`src/cpg_pkg.sv`:
```
// cpg_pkg.sv: register map, field positions and constants of the pwm generator
// assumes a 32-bit apb slave with byte addresses on word boundaries
package cpg_pkg;
  localparam int unsigned CNT_W      = 16;
  localparam int unsigned ADDR_W     = 8;
  // register byte offsets
  localparam logic [7:0]  OFF_GEN    = 8'h00; // generator_control_reg
  localparam logic [7:0]  OFF_OUT    = 8'h04; // output_control_reg
  localparam logic [7:0]  OFF_DUTY   = 8'h08; // duty_value
  localparam logic [7:0]  OFF_MDUTY  = 8'h0c; // master duty
  localparam logic [7:0]  OFF_PHASE  = 8'h10; // phase_period_value
  localparam logic [7:0]  OFF_MPER   = 8'h14; // master period
  localparam logic [7:0]  OFF_DT     = 8'h18; // primary_dead_time
  localparam logic [7:0]  OFF_ADT    = 8'h1c; // alternate_dead_time
  localparam logic [7:0]  OFF_FLT    = 8'h20; // fault_limit_control_reg
  localparam logic [7:0]  OFF_TB2    = 8'h24; // time_base_control2_reg
  localparam logic [7:0]  OFF_TRIG   = 8'h28; // generator_trigger compare
  localparam logic [7:0]  OFF_STAT   = 8'h2c; // interrupt status, read clears
  localparam logic [7:0]  OFF_MASK   = 8'h30; // interrupt mask
  localparam logic [7:0]  OFF_CNT    = 8'h34; // counter and dead-time output state
  // generator_control_reg fields
  localparam int unsigned B_IMMED    = 0;
  localparam int unsigned B_CRESET   = 1;
  localparam int unsigned B_CENTER   = 2;
  localparam int unsigned B_MDSEL    = 8;
  localparam int unsigned B_ITB      = 9;
  localparam int unsigned B_ENABLE   = 15;
  // output_control_reg fields
  localparam int unsigned B_OSYNC    = 0;
  localparam int unsigned B_OVDL     = 6;
  localparam int unsigned B_OVDH     = 7;
  localparam int unsigned B_OVRL     = 8;
  localparam int unsigned B_OVRH     = 9;
  localparam int unsigned B_PMOD_LO  = 10;
  // fault_limit_control_reg field
  localparam int unsigned B_LIMIT_SOURCE_SELECT_LO = 10;
  localparam int unsigned LIMIT_SOURCE_SELECT_W    = 5;
  localparam int unsigned NSRC       = 32;
  // output modes
  localparam logic [1:0]  PMOD_COMP  = 2'h0;
  localparam logic [1:0]  PMOD_PP    = 2'h1;
  localparam logic [1:0]  PMOD_RED   = 2'h2;
  // status bits
  localparam int unsigned S_PERIOD   = 0;
  localparam int unsigned S_TRIG     = 1;
  localparam int unsigned S_CRESET   = 2;
  localparam int unsigned S_SEVT     = 3;
  localparam int unsigned NSTAT      = 4;
  localparam logic [CNT_W-1:0] ONE   = 16'h0001;
  localparam logic [CNT_W-1:0] ZERO  = 16'h0000;
endpackage : cpg_pkg

```
`src/cpg_deadtime.sv`:
```
// cpg_deadtime.sv: complementary pair with dead time on each edge
// assumes pclk domain; raw is the undelayed high drive
`timescale 1ns/10ps
module cpg_deadtime
(
  input  wire logic                     pclk,
  input  wire logic                     presetn,
  input  wire logic                     ce,
  input  wire logic                     raw,
  input  wire logic [cpg_pkg::CNT_W-1:0] dt_rise,
  input  wire logic [cpg_pkg::CNT_W-1:0] dt_fall,
  output logic                          hi,
  output logic                          lo
);
  logic                      last_reg;
  logic [cpg_pkg::CNT_W-1:0] cnt_reg;
  logic [cpg_pkg::CNT_W-1:0] dt_sel;

  // the count-zero cycle is part of the gap, so the count loads one less
  assign dt_sel = raw ? dt_rise : dt_fall;

  // on each raw change with a nonzero delay both go low, then the new side rises after it
  always_ff @(posedge pclk or negedge presetn)
  begin
    if (!presetn)
    begin
      last_reg <= 1'b0;
      cnt_reg  <= cpg_pkg::ZERO;
      hi       <= 1'b0;
      lo       <= 1'b0;
    end
    else if (ce)
    begin
      last_reg <= raw;
      if (raw != last_reg)
      begin
        cnt_reg <= (dt_sel == cpg_pkg::ZERO) ? cpg_pkg::ZERO : dt_sel - cpg_pkg::ONE;
        hi      <= raw && (dt_sel == cpg_pkg::ZERO);
        lo      <= !raw && (dt_sel == cpg_pkg::ZERO);
      end
      else if (cnt_reg != cpg_pkg::ZERO)
        cnt_reg <= cnt_reg - cpg_pkg::ONE;
      else
      begin
        hi <= raw;
        lo <= !raw;
      end
    end
  end
endmodule : cpg_deadtime

```
`src/cpg_sync.sv`:
```
// cpg_sync.sv: two flip-flop synchroniser for one pin
// assumes pclk domain, asynchronous active-low reset
`timescale 1ns/10ps
module cpg_sync
(
  input  wire logic pclk,
  input  wire logic presetn,
  input  wire logic ce,
  input  wire logic d,
  output logic      q
);
  logic meta_reg;

  // first stage feeds only the second
  always_ff @(posedge pclk or negedge presetn)
  begin
    if (!presetn)
    begin
      meta_reg <= 1'b0;
      q        <= 1'b0;
    end
    else if (ce)
    begin
      meta_reg <= d;
      q        <= meta_reg;
    end
  end
endmodule : cpg_sync

```
`src/cpg_top.sv`:
```
// cpg_top.sv: complementary pwm generator channel with apb registers
// assumes apb master on pclk; limit sources and event pin are asynchronous
//
// Local design decisions: the register offsets and register access over APB.
`timescale 1ns/10ps
module cpg_top
(
  input  wire logic                        pclk,
  input  wire logic                        presetn,
  input  wire logic                        ce,
  input  wire logic                        psel,
  input  wire logic                        penable,
  input  wire logic                        pwrite,
  input  wire logic [cpg_pkg::ADDR_W-1:0]  paddr,
  input  wire logic [31:0]                 pwdata,
  output logic      [31:0]                 prdata,
  output logic                             pready,
  output logic                             pslverr,
  input  wire logic [cpg_pkg::NSRC-1:0]    limit_sources,
  input  wire logic                        special_event_in,
  output logic                             high_output,
  output logic                             low_output,
  output logic                             generator_trigger,
  output logic                             irq
);
  localparam int unsigned W = cpg_pkg::CNT_W;

  logic [15:0]  generator_control_reg;
  logic [15:0]  output_control_reg;
  logic [W-1:0] duty_reg;
  logic [W-1:0] mduty_reg;
  logic [W-1:0] phase_reg;
  logic [W-1:0] mper_reg;
  logic [W-1:0] dt_reg;
  logic [W-1:0] adt_reg;
  logic [15:0]  fault_limit_control_reg;
  logic [2:0]   time_base_control2_reg;
  logic [W-1:0] trig_reg;
  logic [cpg_pkg::NSTAT-1:0] stat_reg;
  logic [cpg_pkg::NSTAT-1:0] mask_reg;
  logic [W-1:0] cnt_reg;
  logic         down_reg;
  logic [W-1:0] active_duty_reg;
  logic [11:0]  ovr_active_reg;
  logic         cr_last_reg;
  logic         sev_last_reg;
  logic         raw_h;
  logic         dt_h;
  logic         dt_l;
  logic         cr_sync;
  logic [cpg_pkg::NSRC-1:0] lim_sync;
  logic         pp_odd_reg;
  logic         sev_sync;

  // bus decode
  logic         wr_en;
  logic         rd_en;
  logic         mapped;
  assign wr_en = psel && penable && pwrite;
  assign rd_en = psel && !penable && !pwrite; // read data is sampled in setup

  // control field views
  logic         enable;
  logic         independent_time_base;
  logic         center;
  logic [1:0]   pmod;
  logic [W-1:0] period;
  logic [W-1:0] sel_duty;
  logic         boundary;
  logic         cr_event;
  logic         sev_event;
  logic [cpg_pkg::LIMIT_SOURCE_SELECT_W-1:0] limit_source_select;
  assign enable = generator_control_reg[cpg_pkg::B_ENABLE];
  assign independent_time_base    = generator_control_reg[cpg_pkg::B_ITB];
  assign center = generator_control_reg[cpg_pkg::B_CENTER];
  assign pmod   = output_control_reg[cpg_pkg::B_PMOD_LO +: 2];
  assign limit_source_select  = fault_limit_control_reg[cpg_pkg::B_LIMIT_SOURCE_SELECT_LO +: cpg_pkg::LIMIT_SOURCE_SELECT_W];
  assign period = independent_time_base ? phase_reg : mper_reg;
  assign sel_duty = generator_control_reg[cpg_pkg::B_MDSEL] ? mduty_reg : duty_reg;
  assign boundary = enable && (center ? (down_reg && cnt_reg == cpg_pkg::ZERO)
                                      : (cnt_reg >= period));
  assign cr_sync = lim_sync[limit_source_select];
  assign cr_event = cr_sync && !cr_last_reg;
  assign sev_event = sev_sync && !sev_last_reg;

  // every limit source and the special event pass two flops
  for (genvar i = 0; i < cpg_pkg::NSRC; i++)
  begin : g_lim
    cpg_sync u_lim_sync (.pclk(pclk), .presetn(presetn), .ce(ce),
                         .d(limit_sources[i]), .q(lim_sync[i]));
  end
  cpg_sync u_sev_sync
  (
    .pclk    (pclk),
    .presetn (presetn),
    .ce      (ce),
    .d       (special_event_in),
    .q       (sev_sync)
  );

  // apb write side
  always_ff @(posedge pclk or negedge presetn)
  begin
    if (!presetn)
    begin
      generator_control_reg  <= 16'h0000;
      output_control_reg     <= 16'h0000;
      duty_reg               <= cpg_pkg::ZERO;
      mduty_reg              <= cpg_pkg::ZERO;
      phase_reg              <= cpg_pkg::ZERO;
      mper_reg               <= cpg_pkg::ZERO;
      dt_reg                 <= cpg_pkg::ZERO;
      adt_reg                <= cpg_pkg::ZERO;
      fault_limit_control_reg <= 16'h0000;
      time_base_control2_reg <= 3'h0;
      trig_reg               <= cpg_pkg::ZERO;
      mask_reg               <= '0;
    end
    else if (ce && wr_en)
    begin
      case (paddr)
        cpg_pkg::OFF_GEN:   generator_control_reg  <= pwdata[15:0];
        cpg_pkg::OFF_OUT:   output_control_reg     <= pwdata[15:0];
        cpg_pkg::OFF_DUTY:  duty_reg               <= pwdata[W-1:0];
        cpg_pkg::OFF_MDUTY: mduty_reg              <= pwdata[W-1:0];
        cpg_pkg::OFF_PHASE: phase_reg              <= pwdata[W-1:0];
        cpg_pkg::OFF_MPER:  mper_reg               <= pwdata[W-1:0];
        cpg_pkg::OFF_DT:    dt_reg                 <= pwdata[W-1:0];
        cpg_pkg::OFF_ADT:   adt_reg                <= pwdata[W-1:0];
        cpg_pkg::OFF_FLT:   fault_limit_control_reg <= pwdata[15:0];
        cpg_pkg::OFF_TB2:   time_base_control2_reg <= pwdata[2:0];
        cpg_pkg::OFF_TRIG:  trig_reg               <= pwdata[W-1:0];
        cpg_pkg::OFF_MASK:  mask_reg               <= pwdata[cpg_pkg::NSTAT-1:0];
        default:            mask_reg               <= mask_reg;
      endcase
    end
  end

  // address map check
  always_comb
  begin
    case (paddr)
      cpg_pkg::OFF_GEN, cpg_pkg::OFF_OUT, cpg_pkg::OFF_DUTY, cpg_pkg::OFF_MDUTY,
      cpg_pkg::OFF_PHASE, cpg_pkg::OFF_MPER, cpg_pkg::OFF_DT, cpg_pkg::OFF_ADT,
      cpg_pkg::OFF_FLT, cpg_pkg::OFF_TB2, cpg_pkg::OFF_TRIG, cpg_pkg::OFF_STAT,
      cpg_pkg::OFF_MASK, cpg_pkg::OFF_CNT: mapped = 1'b1;
      default:                             mapped = 1'b0;
    endcase
  end

  // apb read side, zero wait state answer
  always_ff @(posedge pclk or negedge presetn)
  begin
    if (!presetn)
    begin
      prdata  <= 32'h0000_0000;
      pready  <= 1'b0;
      pslverr <= 1'b0;
    end
    else if (ce)
    begin
      pready  <= psel && !penable;
      pslverr <= psel && !penable && !mapped;
      prdata  <= 32'h0000_0000;
      if (psel && !penable && !pwrite)
      begin
        case (paddr)
          cpg_pkg::OFF_GEN:   prdata <= {16'h0000, generator_control_reg};
          cpg_pkg::OFF_OUT:   prdata <= {16'h0000, output_control_reg};
          cpg_pkg::OFF_DUTY:  prdata <= {16'h0000, duty_reg};
          cpg_pkg::OFF_MDUTY: prdata <= {16'h0000, mduty_reg};
          cpg_pkg::OFF_PHASE: prdata <= {16'h0000, phase_reg};
          cpg_pkg::OFF_MPER:  prdata <= {16'h0000, mper_reg};
          cpg_pkg::OFF_DT:    prdata <= {16'h0000, dt_reg};
          cpg_pkg::OFF_ADT:   prdata <= {16'h0000, adt_reg};
          cpg_pkg::OFF_FLT:   prdata <= {16'h0000, fault_limit_control_reg};
          cpg_pkg::OFF_TB2:   prdata <= {29'h0000_0000, time_base_control2_reg};
          cpg_pkg::OFF_TRIG:  prdata <= {16'h0000, trig_reg};
          cpg_pkg::OFF_STAT:  prdata <= {28'h000_0000, stat_reg};
          cpg_pkg::OFF_MASK:  prdata <= {28'h000_0000, mask_reg};
          cpg_pkg::OFF_CNT:   prdata <= {14'h0000, dt_h, dt_l, cnt_reg};
          default:            prdata <= 32'h0000_0000;
        endcase
      end
    end
  end

  // time base counter, edge or centre aligned
  always_ff @(posedge pclk or negedge presetn)
  begin
    if (!presetn)
    begin
      cnt_reg  <= cpg_pkg::ZERO;
      down_reg <= 1'b0;
      pp_odd_reg <= 1'b0;
    end
    else if (ce)
    begin
      pp_odd_reg <= enable && (pp_odd_reg ^ boundary);
      if (!enable)
      begin
        cnt_reg  <= cpg_pkg::ZERO;
        down_reg <= 1'b0;
      end
      else if (generator_control_reg[cpg_pkg::B_CRESET] && independent_time_base && cr_event)
      begin
        cnt_reg  <= cpg_pkg::ZERO;
        down_reg <= 1'b0;
      end
      else if (center)
      begin
        if (!down_reg && cnt_reg >= period)
          down_reg <= 1'b1;
        else if (down_reg && cnt_reg == cpg_pkg::ZERO)
          down_reg <= 1'b0;
        else if (down_reg)
          cnt_reg <= cnt_reg - cpg_pkg::ONE;
        else
          cnt_reg <= cnt_reg + cpg_pkg::ONE;
      end
      else if (cnt_reg >= period)
        cnt_reg <= cpg_pkg::ZERO;
      else
        cnt_reg <= cnt_reg + cpg_pkg::ONE;
    end
  end

  // active duty loads at once or on the boundary
  always_ff @(posedge pclk or negedge presetn)
  begin
    if (!presetn)
      active_duty_reg <= cpg_pkg::ZERO;
    else if (ce)
    begin
      if (generator_control_reg[cpg_pkg::B_IMMED] || boundary || !enable)
        active_duty_reg <= sel_duty;
    end
  end

  // override settings apply immediately or on the boundary
  always_ff @(posedge pclk or negedge presetn)
  begin
    if (!presetn)
      ovr_active_reg <= 12'h000;
    else if (ce)
    begin
      if (!output_control_reg[cpg_pkg::B_OSYNC] || boundary || !enable)
        ovr_active_reg <= output_control_reg[11:0];
    end
  end

  // raw high drive: duty above counter; phase+1 or +2 gives full period
  assign raw_h = center ? ({1'b0, cnt_reg} + 17'h00001 < {1'b0, active_duty_reg})
                        : (cnt_reg < active_duty_reg);

  cpg_deadtime u_dead
  (
    .pclk    (pclk),
    .presetn (presetn),
    .ce      (ce),
    .raw     (raw_h && enable),
    .dt_rise (dt_reg),
    .dt_fall (center ? dt_reg : adt_reg),
    .hi      (dt_h),
    .lo      (dt_l)
  );

  // output mode, override and pin registers
  always_ff @(posedge pclk or negedge presetn)
  begin
    if (!presetn)
    begin
      high_output <= 1'b0;
      low_output  <= 1'b0;
    end
    else if (ce)
    begin
      case (pmod)
        cpg_pkg::PMOD_RED:
        begin
          high_output <= raw_h && enable;
          low_output  <= raw_h && enable;
        end
        cpg_pkg::PMOD_PP:
        begin
          high_output <= raw_h && enable && !pp_odd_reg;
          low_output  <= raw_h && enable && pp_odd_reg;
        end
        default:
        begin
          high_output <= dt_h;
          low_output  <= dt_l;
        end
      endcase
      if (ovr_active_reg[cpg_pkg::B_OVRH])
        high_output <= ovr_active_reg[cpg_pkg::B_OVDH];
      if (ovr_active_reg[cpg_pkg::B_OVRL])
        low_output  <= ovr_active_reg[cpg_pkg::B_OVDL];
    end
  end

  // trigger pulse, edge history and sticky status
  always_ff @(posedge pclk or negedge presetn)
  begin
    if (!presetn)
    begin
      generator_trigger <= 1'b0;
      cr_last_reg       <= 1'b0;
      sev_last_reg      <= 1'b0;
      stat_reg          <= '0;
      irq               <= 1'b0;
    end
    else if (ce)
    begin
      cr_last_reg       <= cr_sync;
      sev_last_reg      <= sev_sync;
      generator_trigger <= enable && (cnt_reg == trig_reg);
      // status read clears; a new event in the same cycle wins
      stat_reg <= ((rd_en && paddr == cpg_pkg::OFF_STAT) ? '0 : stat_reg)
                | {sev_event, cr_event, enable && cnt_reg == trig_reg, boundary};
      irq <= |(stat_reg & mask_reg);
    end
  end
endmodule : cpg_top

```
`config.mk`:
```
export PLATFORM = sky130hd
export DESIGN_NAME = cpg_top
export DESIGN_NICKNAME = d
export VERILOG_FILES = /design/src/cpg_pkg.sv /design/src/cpg_deadtime.sv /design/src/cpg_sync.sv /design/src/cpg_top.sv
export SDC_FILE = /design/constraint.sdc
export NUM_CORES = 1
export LEC_CHECK = 0
export BUFFER_PORTS_ARGS = -buffer_cell sky130_fd_sc_hd__buf_2
export CAP_MARGIN = 40
export CORE_UTILIZATION = 46
export DETAILED_ROUTE_END_ITERATION = 8
export PLACE_DENSITY = 0.62
export SKIP_CTS_REPAIR_TIMING = 1
export SLEW_MARGIN = 15
export SYNTH_ARGS = -nofsm -noshare
export SYNTH_HDL_FRONTEND = slang
export SYNTH_HIERARCHICAL = 1
export SYNTH_SLANG_ARGS = --single-unit
```
`constraint.sdc`:
```
create_clock -name pclk -period 8.35 [get_ports pclk]
set_input_delay 0 -clock pclk [delete_from_list [all_inputs] [get_ports pclk]]
set_output_delay 0 -clock pclk [all_outputs]
set_load 0.01 [all_outputs]
```
## Word level (Yosys, flattened, before mapping)

Memory sizes are Yosys's and may differ from the RTL's.
Cells that the tools add are included.

| word-level totals | value |
|---|---|
| word-level logic and storage cells | 227 |
| memory bits (read-only) | 64 |
| bits of input ports | 79 |
| memories | 1 |
| output and inout bits | 38 |
| register bits | 340 |

Memories:

| name | words | bits a word | rd ports | clocked after Yosys merged registers in | write ports | line | text |
|---|---|---|---|---|---|---|---|
| (name not given) | 64 | 1 | 1 | 0 | 0 | cpg_top.sv:142 | `case (paddr)` |

| cells by class | value |
|---|---|
| reduce and logical (&&, ||, !) cells | 60 |
| muxes and demuxes | 35 |
| eq/ne operators | 22 |
| $lt $le $gt $ge | 4 |
| bitwise logic cells | 3 |
| add/subtract/negate cells | 5 |

Operators by type and width:

| cell | number |
|---|---|
| one-hot mux 18 bit (14 select lines) | 1 |
| 2-to-1 mux 16 bit | 14 |
| == test 8 x 6 -> 1 bit, second input constant | 6 |
| subtractor 16 x 1 -> 16 bit, second input constant | 3 |
| == test 8 x 5 -> 1 bit, second input constant | 4 |
| logical NOT 16 bit | 2 |
| AND reduction 2 bit | 16 |
| logical AND 1 bit | 21 |
| 2-to-1 mux 18 bit | 1 |
| adder 16 x 1 -> 17 bit, second input constant | 1 |
| < comparator 17 x 16 -> 1 bit | 1 |
| adder 16 x 1 -> 16 bit, second input constant | 1 |
| == test 16 bit | 1 |
| == test 8 x 4 -> 1 bit, second input constant | 2 |
| >= comparator 16 bit | 1 |
| < comparator 16 bit | 1 |
| nonzero test 16 bit | 1 |
| 2-to-1 mux 1 bit | 15 |
| logical NOT 1 bit | 10 |
| == test 8 x 3 -> 1 bit, second input constant | 1 |
| logical NOT 8 bit | 1 |
| inequality test 4 bit, second input constant | 2 |
| < comparator 5 x 6 -> 1 bit, second input constant | 1 |
| AND reduction 3 bit | 2 |
| other kinds (16) | 20 |

## Longest topological paths before layout

Gate-level depths: netlist of run 1.

| depth | value |
|---|---|
| depth in word-level cells | 8 |
| mapped depth | 23 |
| gate-level depth less buffers | 18 |

## By module

Netlist of run 1, hierarchy kept.

By module, submodules not included:

| module | times used | cells an instance | area an instance (um2) |
|---|---|---|---|
| cpg_top | 1 | 1162 | 13060.0 |
| cpg_sync | 33 | 4 | 72.6 |
| cpg_deadtime | 1 | 226 | 1885.6 |

## Least setup slack after synthesis of run 1

No wires, ideal clock.

| timing | value |
|---|---|
| path kind | reg-to-reg |
| start | register cnt_reg[1] (netlist name) |
| end | register u_dead/cnt_reg[0] in the netlist's numbering |
| library setup time | 126 ps |
| period minus slack after synthesis | 4927 ps |
| data required time | 8224 ps |
| path buffers | 4 |
| data arrival time | 4801 ps |
| slack | 3423 ps |
| stages on the path, launching flop included | 21 |
| cells stage by stage | dfrtp_1 clkbuf_1 nand2_1 nor3_1 nand3_1 xnor2_1 ha_1 a21o_1 a211oi_1 a21oi_1 o22a_1 inv_1 buf_2 buf_2 clkbuf_1 mux2i_1 ha_1 o211ai_1 nor4_4 nor2_1 a221o_1 |

RTL lines:

| what | line | text |
|---|---|---|
| end signal: assignment | cpg_deadtime.sv:28 | `cnt_reg <= cpg_pkg::ZERO;` |
| end signal: assignment | cpg_deadtime.sv:37 | `cnt_reg <= (dt_sel == cpg_pkg::ZERO) ? cpg_pkg::ZERO : dt_sel - cpg_pkg::ONE;` |
| end signal: assignment | cpg_deadtime.sv:42 | `cnt_reg <= cnt_reg - cpg_pkg::ONE;` |
| end: declaration | cpg_deadtime.sv:16 | `logic [cpg_pkg::CNT_W-1:0] cnt_reg;` |

==> flow_summary.yaml, run 1 <==
run_status:
  status: "finished clean"
setup_path:
  crit_start: "cnt_reg[3]$_DFFE_PN0P_"
  path_max_fanout: 20
  cp_data_required_time_ps: 8780
  critical_path_class: "reg -> reg"
  cp.arrival_ps: 6380
  start_kind: "flip-flop"
  endpoint_kind: "flip-flop"
  r2r-start: "cnt_reg[3]$_DFFE_PN0P_"
  ff2ff_path_depth: 17
drt:
  drt_pass1_iterations: 5
  vias: 13210
  vias_per_cell: 6.026
  wl_mm: 50.38
  ant_nets: 0
  drtIter0Drc: 1080
  wl_per_cell_um: 22.98
  route.detailed.drc: 0
logic_synthesis:
  synth-seq-cells: 320
  synth-adder-area-share: 0.03896
  synthArstFlopShare: 1.000
  synthMuxAreaShare: 0.2022
  synth_compound_area_frac: 0.1380
  syn-cell-area_um2: 17340
  syn_area_per_cell_um2: 11.41
  synth-edff-count: 0
  synth_top_family_by_area: "multiplexers"
  ys_types: 87
  synth_xor_area_frac: 0.02172
  yosys.area_share.simple: 0.09864
  ys.warnings.count: 6
  synth-main-ff-cell: "dfrtp_1"
  yosysSeqAreaShare: 0.4618
  synth_cells: 1520
timing:
  timing.hold.ws_ps: 66.11
  rsz0062_at_grt: "false"
  worst_slew_pin_slew_ps: 951.3
  slew_viol_final: 0
  hold_viol_final: 0
  setup_ws_ps: 2401
  setup_viol: 0
  max_freq_mhz: 168.1
  setup_tns_ps: 0
  finalClockSkew_ps: 22.48
  relSlewSlack: 0.3658
  fin_crit_ps: 5949
  period_share: 0.7125
clocking:
  clockBufferDepth: 3
  cts_buffers: 38
  cts_root_buf: "clkbuf_16"
  clkLatencyLatePin_ps: 560
  htree_levels: 2
  cts_sinks: 320
  cts.clk_slew.worst_paths_ps: 60
  cts_tree: "yes"
floorplan:
  ios: 117
  core-area_um2: 36870
  rows: 70
  start_util: 0.4703
  die-area_um2: 38480
  die_w_um: 196.2
  die_y_um: 196.2
global_routing:
  groute.usage.overall: 0.2661
  grt_max_degree: 121
  grt_overflow: 0
  antenna_found_initial: 1
  grt_pass1_vias: 13070
  grt_pass1_wl_mm: 77.83
placement:
  port_buffers: 86
  place_hpwl_mm: 34.44
  dp.cells: 2056
  preCtsSetupSlack_ps: 2580
  gp_congestion: 0.8932
cells_and_area:
  syn2layout_area_growth_pct: 18.39
  multi_input_area_um2: 8717
  drive_gt1_frac: 0.2839
  finalNetCount: 1790
  fillers: 3114
  finalNonFillerCells: 2192
  register_area_um2: 8008
flow_run:
  cap_violations: 0
hold_path:
  min_path_type: "in -> reg"
  hold_depth: 4
  hold_start: "paddr[4]"
power:
  leakage_nw: 9.242
  power_density_nw_per_um2: 193.4
  ir_drop_mv: 0.1643
cell usage after synthesis, types with 8 or more instances:
cell | instances | share of area
dfrtp_1 | 320 | 0.46
mux2_2 | 257 | 0.17
nand2_1 | 92 | 0.020
nor2_1 | 62 | 0.013
mux2i_1 | 60 | 0.035
ha_1 | 54 | 0.039
o21ai_0 | 49 | 0.014
a22oi_1 | 46 | 0.020
clkbuf_1 | 42 | 0.0091
xnor2_1 | 34 | 0.017
a21oi_1 | 33 | 0.0095
inv_1 | 32 | 0.0069
nor3_1 | 30 | 0.0087
nand3_1 | 26 | 0.0075
a22o_1 | 25 | 0.013
a21o_1 | 24 | 0.010
a221oi_1 | 21 | 0.011
buf_2 | 21 | 0.0061
a31oi_1 | 19 | 0.0069
nand4_1 | 19 | 0.0069
o31ai_1 | 17 | 0.0074
buf_4 | 16 | 0.0069
buf_1 | 15 | 0.0032
a2bb2oi_1 | 11 | 0.0056
and3_1 | 10 | 0.0036
or4_1 | 10 | 0.0043
a211oi_1 | 9 | 0.0039
a222oi_1 | 9 | 0.0052
nor4_1 | 9 | 0.0032
o211ai_1 | 9 | 0.0039
xor2_1 | 9 | 0.0045
buf_6 | 8 | 0.0052
metal layers:
metal / GRT usage / vias to the layer above / routed length (µm)
met2: 0.4241 / 483 / 23510
met1: 0.3637 / 6650 / 22100
li1: - / 5979 / -
met4: 0.1123 / 0 / 1745
met3: 0.03730 / 97 / 3016
met5: 0 / - / 0
final timing paths:
check | to | slack [ps]
setup / recovery | u_dead/cnt_reg[0]$_DFFE_PN0P_ | 2400
max in group asynchronous | g_lim[11].u_lim_sync/meta_reg$_DFFE_PN0P_ | 6980
min in group asynchronous | cnt_reg[3]$_DFFE_PN0P_ | 120
hold reg to reg | stat_reg[3]$_DFFE_PN0P_ | 470
setup reg to reg | u_dead/cnt_reg[0]$_DFFE_PN0P_ | 2400
hold / removal | prdata[17]$_DFFE_PN0P_ | 70
layout make-up:
type | instances | area share
well taps | 504 | 0.03072
diodes | 1 | 0.0001219
clock inverters | 21 | 0.01816
multi-input cells | 1077 | 0.4246
clock buffers | 49 | 0.05436
flip-flops and latches | 320 | 0.3901
repair buffers | 187 | 0.07594
inverters | 33 | 0.006034
critical path, stage by stage, from the launching register on:
cell and delay (ps):
dfrtp_1 690, nand4_1 200, nor3_1 620, nand3_1 270, xnor2_1 200, ha_1 320, a21o_1 160, a211oi_1 220
a21oi_1 100, o22a_1 310, inv_1 420, buf_16 220, mux2i_1 280, ha_1 280, o211ai_1 340, nor4_4 580
nor2_1 210, a221o_1 380
power by group:
| part | leakage (nW) | switching, W | internal [W] | total, W |
|---|---|---|---|---|
| clock network | 0.720 | 0.000691 | 0.00126 | 0.00195 |
| logic | 4.26 | 0.000182 | 0.000151 | 0.000334 |
| registers | 4.26 | 0.0000625 | 0.00163 | 0.00169 |
cells by family after synthesis:
family	after synthesis
buf+inv	136
other cells	1
simple gates	321
fa+ha+maj	54
xor+xnor	43
mux	318
compound gates	327
flops	320
placed cells by master (no fill, tap or decap), drive strengths merged, types with 8 or more instances in the layout:
master / n
a211oi: 9
a21o: 24
a21oi: 33
a221oi: 21
a222oi: 9
a22o: 25
a22oi: 46
a2bb2oi: 11
a31oi: 19
and3: 10
buf: 123
bufinv: 10
clkbuf: 49
conb: 14
dfrtp: 320
dlygate4sd3: 64
ha: 54
inv: 33
mux2: 258
mux2i: 60
nand2: 95
nand3: 27
nand4: 19
nor2: 67
nor3: 31
nor3b: 8
nor4: 12
o211ai: 9
o21ai: 56
o31ai: 18
or4: 12
xnor2: 34
xor2: 9
per-stage QoR:
stage	cell area [µm²]	total power [W]	utilization
floorplan	17390	0.001887	-
global placement	18080	0.002005	0.4903
detailed placement	18390	0.002019	0.4987
CTS	19880	0.003970	0.5391
global route	20530	0.004101	0.5568
finish	20530	0.003971	0.5568
No activity file was read; power rests on OpenSTA's default activity.
==> run 2, diff against run 1 <==
PLACE_DENSITY = 0.65   (was 0.62)
clock period = 4.9 ns   (was 8.35 ns; I/O delays follow)
==> run 2 against run 1 <==
Compared with the run above: the run now ends with hold timing left; core utilization is 0.73 points lower; first-iteration DRC count fell by 3.1%; clock power is 46% higher; maximum frequency rose by 31%; power grew 58%; sequential share of layout area grew 0.52 points; clock skew fell by 4.4 ps; combinational power increased by 63%; register-to-register slack got worse by 2000 ps; routed wire length shrank 0.99%; critical path depth grew 2; cell area decreased by 1.3%.
==> flow_summary.yaml, run 2 (synthesized netlist as in run 1, its figures left out) <==
clocking:
  cts_tree: "yes"
  cts_root_buf: "clkbuf_16"
  cts_buffers: 37
  cts_sinks: 320
  clockBufferDepth: 3
  clkLatencyLatePin_ps: 530
  cts.clk_slew.worst_paths_ps: 60
  htree_levels: 2
setup_path:
  crit_chain: "ha_1 > nand3_1 > nor2_2 > nand2_1 > xnor2_1 > ha_1 > o2111ai_1 > a21oi_1 > nand2_1 > a21oi_1 > o22a_1 > inv_2 > mux2i_1 > ha_1 > o211ai_1 > buf_4 > or4_1 > a211oi_1 > a311oi_1"
  max_stage_delay_ps: 520
  r2r_slack_ps: 370
  ff2ff_path_depth: 19
  cp_top_family: "compound AO/OA/AOI/OAI gates"
  critical_path_class: "reg -> reg"
  cp_num_cells: 19
  r2r-start: "cnt_reg[0]$_DFFE_PN0P_"
  start_kind: "flip-flop"
  worst-path-buf-inv: 2
  slowest_stage: "or4_1"
  endpoint_kind: "flip-flop"
  cp.arrival_ps: 4930
  path_max_fanout: 9
  regToRegEndpoint: "u_dead/cnt_reg[14]$_DFFE_PN0P_"
  worst_path_most_repeated_cell: "ha_1"
  cp_data_required_time_ps: 5300
global_routing:
  grt_max_degree: 127
  groute.usage.overall: 0.2599
  antenna_found_initial: 0
  grt_pass1_vias: 13350
  grt_overflow: 0
  grt_pass1_wl_mm: 77.20
cells_and_area:
  diodes: 0
  drive_gt1_frac: 0.2922
  stdcell_area_um2: 20260
  finalNetCount: 1802
  final_common_cell: "dfrtp_1"
  syn2layout_area_growth_pct: 16.83
  finalNonFillerCells: 2198
  layout_common_cells: "dfrtp_1 (320), mux2_2 (257), nand2_1 (92)"
timing:
  period_share: 0.9245
  relSlewSlack: 0.3980
  slew_viol_final: 0
  fin_crit_ps: 4530
  setup_viol: 0
  finalClockSkew_ps: 18.12
  max_freq_mhz: 220.7
  timing.hold.ws_ps: -6.951
  hold_viol_final: 1
  setup_tns_ps: 0
  worst_slew_pin_slew_ps: 902.9
  setup_ws_ps: 369.7
  rsz0062_at_grt: "false"
hold_path:
  hold_start: "pwrite"
  hold_depth: 5
  hold_end: "stat_reg[1]$_DFFE_PN0P_"
  min_path_type: "in -> reg"
floorplan:
  die_w_um: 196.2
  start_util: 0.4703
  core-area_um2: 36870
  die-area_um2: 38480
  rows: 70
  die_y_um: 196.2
  ios: 117
drt:
  vias: 13370
  route.detailed.drc: 0
  drt_pass1_iterations: 7
  wl_mm: 49.87
  vias_per_cell: 6.085
  wl_per_cell_um: 22.69
  drtIter0Drc: 1046
  ant_nets: 0
placement:
  placed_area_um2: 18420
  gp_congestion: 0.8762
  port_buffers: 86
  place_hpwl_mm: 34.34
  preCtsSetupSlack_ps: 195.3
  dp.cells: 2077
power:
  total_power_w: 0.006275
  ir_drop_mv: 0.2866
  power_density_nw_per_um2: 309.7
  leakage_nw: 9.169
flow_run:
  cap_violations: 0
run_status:
  violations: "hold timing"
  status: "finished, violations left"
-- run 2: area by class of cell --
class,count,area (µm²)
clock buffers,50,1067
clock inverters,14,180.2
fillers,3161,16610
inverters,33,123.9
multi-input cells,1077,8731
flip-flops and latches,320,8008
well taps,504,630.6
repair buffers,200,1519
-- run 2: worst min-delay path: stages --
cell	delay, ps
buf_2	90
nor4b_1	60
nand2_1	200
nand2_1	80
nand2_1	60
-- run 2: where the power goes --
group	internal [W]	switching [W]
Sequential	0.00277	0.000107
Combinational	0.000243	0.000302
Clock	0.00174	0.00111
Total	0.00475	0.00152
-- run 2: how the worst max path moves through the flow --
stage / from / end / slack (ps)
after global placement: cnt_reg[0]$_DFFE_PN0P_ / u_dead/cnt_reg[3]$_DFFE_PN0P_ / 340
final: cnt_reg[0]$_DFFE_PN0P_ / u_dead/cnt_reg[14]$_DFFE_PN0P_ / 370
after global routing: cnt_reg[0]$_DFFE_PN0P_ / u_dead/cnt_reg[3]$_DFFE_PN0P_ / 9
after detailed placement: cnt_reg[0]$_DFFE_PN0P_ / u_dead/cnt_reg[14]$_DFFE_PN0P_ / 200
after floorplan: cnt_reg[1]$_DFFE_PN0P_ / u_dead/cnt_reg[0]$_DFFE_PN0P_ / 90
after CTS: cnt_reg[0]$_DFFE_PN0P_ / u_dead/cnt_reg[14]$_DFFE_PN0P_ / 180
-- run 2: routing by layer --
metal / vias to the layer above / track usage / wire length (µm)
met5: - / 0 / 0
met2: 557 / 0.4139 / 23190
li1: 5981 / - / -
met3: 121 / 0.04470 / 3404
met1: 6715 / 0.3532 / 21460
met4: 0 / 0.1027 / 1819
-- run 2: stage by stage --
stage | hold slack [ps] | utilization
2_1_floorplan | -295.6 | -
3_3_place_gp | 128.5 | 0.4963
3_5_place_dp | 139.9 | 0.4996
4_1_cts | -417.6 | 0.5334
5_1_grt | 18.50 | 0.5494
6_report | -6.951 | 0.5494
==> run 3, diff against run 2 <==
PLACE_DENSITY = 0.62   (was 0.65)
clock period = 5.2 ns   (was 4.9 ns; I/O delays follow)
==> run 3 against run 2 <==
Compared with the run above: the flow still finishes with violations (hold timing); worst hold slack worse by 6.8 ps; global-route usage grew 0.11 points; sequential share of layout area shrank 0.17 points; core utilization is 0.24 points higher; register-to-register slack is essentially flat; non-clock buffer count down 4; largest power group is now clock.
==> flow_summary.yaml, run 3 (synthesized netlist as in run 1, its figures left out) <==
drt:
  vias: 13330
  drt_pass1_iterations: 6
  wl_met3_mm: 3.454
  drtIter0Drc: 1161
  vias_per_cell: 6.068
  ant_nets: 0
  route.met2.wl_mm: 23.43
  wl_met1_mm: 21.62
  wl_per_cell_um: 22.89
  route.detailed.drc: 0
  highest_layer: "met4"
  wl_mm: 50.26
timing:
  timing.hold.ws_ps: -13.79
  fin_crit_ps: 4823
  setup_viol: 0
  worst_slew_pin_slew_ps: 920.8
  relSlewSlack: 0.3862
  max_freq_mhz: 207.3
  finalClockSkew_ps: 14.46
  slew_viol_final: 0
  hold_viol_final: 1
  period_share: 0.9275
  setup_tns_ps: 0
  rsz0062_at_grt: "false"
cells_and_area:
  final_common_cell: "dfrtp_1"
  stdcell_area_um2: 20350
  layout_common_cells: "dfrtp_1 (320), mux2_2 (257), nand2_1 (92)"
  fillers: 3201
  diodes: 0
  syn2layout_area_growth_pct: 17.35
  finalNetCount: 1799
  drive_gt1_frac: 0.2819
  finalNonFillerCells: 2196
power:
  swShare: 0.2423
  clkPwrFrac: 0.457
  leakage_nw: 9.177
  comb_power_share: 0.088
  intPower_w: 0.004523
  seqPwrFrac: 0.455
  ir_drop_mv: 0.3028
  total_power_w: 0.005970
  p_switching_w: 0.001447
  power_density_nw_per_um2: 293.4
global_routing:
  grt_max_degree: 126
  grt_pass1_vias: 12990
  grt_overflow: 0
  grt_pass1_wl_mm: 77.15
  groute.usage.overall: 0.2610
  antenna_found_initial: 0
floorplan:
  die_y_um: 196.2
  die-area_um2: 38480
  start_util: 0.4703
  core-area_um2: 36870
  ios: 117
  die_w_um: 196.2
  rows: 70
clocking:
  cts.clk_slew.worst_paths_ps: 60
  htree_levels: 2
  cts_buffers: 38
  cts_sinks: 320
  clockBufferDepth: 3
  clkLatencyLatePin_ps: 540
  cts_tree: "yes"
  cts_root_buf: "clkbuf_16"
placement:
  dp.cells: 2066
  placed_area_um2: 18440
  gp_congestion: 0.9164
  place_hpwl_mm: 34.58
  port_buffers: 86
hold_path:
  min_path_type: "in -> reg"
run_status:
  status: "finished, violations left"
  violations: "hold timing"
setup_path:
  cp_data_required_time_ps: 5570
  path_max_fanout: 17
  cp.arrival_ps: 5190
  endpoint_kind: "flip-flop"
  critical_path_class: "reg -> reg"
  start_kind: "flip-flop"
flow_run:
  cap_violations: 0
[run 3: final cells by class]
class	instances	area (µm²)	area share
well taps	504	630.6	0.03099
inverters	33	123.9	0.006087
flip-flops and latches	320	8008	0.3935
repair buffers	196	1593	0.07828
clock buffers	58	1150	0.05651
multi-input cells	1077	8717	0.4284
clock inverters	8	126.4	0.006210
[run 3: final timing paths]
path | slack [ps] | to | cells after the start | start
setup / recovery | 380 | u_dead/cnt_reg[14]$_DFFE_PN0P_ | 19 | cnt_reg[1]$_DFFE_PN0P_
hold / removal | -10 | stat_reg[1]$_DFFE_PN0P_ | 5 | pwrite
setup reg to reg | 380 | u_dead/cnt_reg[14]$_DFFE_PN0P_ | 19 | cnt_reg[1]$_DFFE_PN0P_
hold reg to reg | 470 | stat_reg[3]$_DFFE_PN0P_ | 1 | sev_last_reg$_DFFE_PN0P_
max in group asynchronous | 3780 | fault_limit_control_reg[13]$_DFFE_PN0P_ | 3 | presetn
min in group asynchronous | 90 | active_duty_reg[3]$_DFFE_PN0P_ | 2 | presetn
[run 3: routing by layer]
metal  global-route usage  vias to the layer above
met1               0.3612                     6683
li1                     -                     5973
met3              0.03782                      117
met2               0.4154                      553
met4              0.09809                        0
met5                    0                        -
[run 3: power groups by stage]
stage                     Sequential (W)  Clock, W  Combinational, W
after floorplan                  0.00272         0          0.000305
after detailed placement         0.00276         0          0.000480
after global routing             0.00273   0.00288          0.000577
final                            0.00272   0.00273          0.000525
after CTS                        0.00271   0.00279          0.000483
after global placement           0.00275         0          0.000460
[run 3: stage by stage]
step / hold WS [ps] / utilization / setup slack, ps
after global placement: 94.50 / 0.4931 / 446.9
final: -13.79 / 0.5518 / 377.0
after detailed placement: 104.5 / 0.5000 / 341.2
after CTS: -473.3 / 0.5346 / 281.2
after global routing: 40.13 / 0.5518 / 47.98
after floorplan: -295.6 / - / 273.3
[run 3: critical path: stages, from the launching register on]
cell	delay (ps)
dfrtp_1	350
buf_4	200
nand2_1	110
nor3_1	360
buf_4	210
and3_1	190
nand3_1	120
xnor2_1	160
ha_1	290
o211ai_1	160
a21oi_1	70
o22a_1	290
inv_1	220
buf_4	270
mux2i_1	390
o211ai_1	160
buf_4	190
or4_1	510
a211oi_1	320
a311oi_1	90
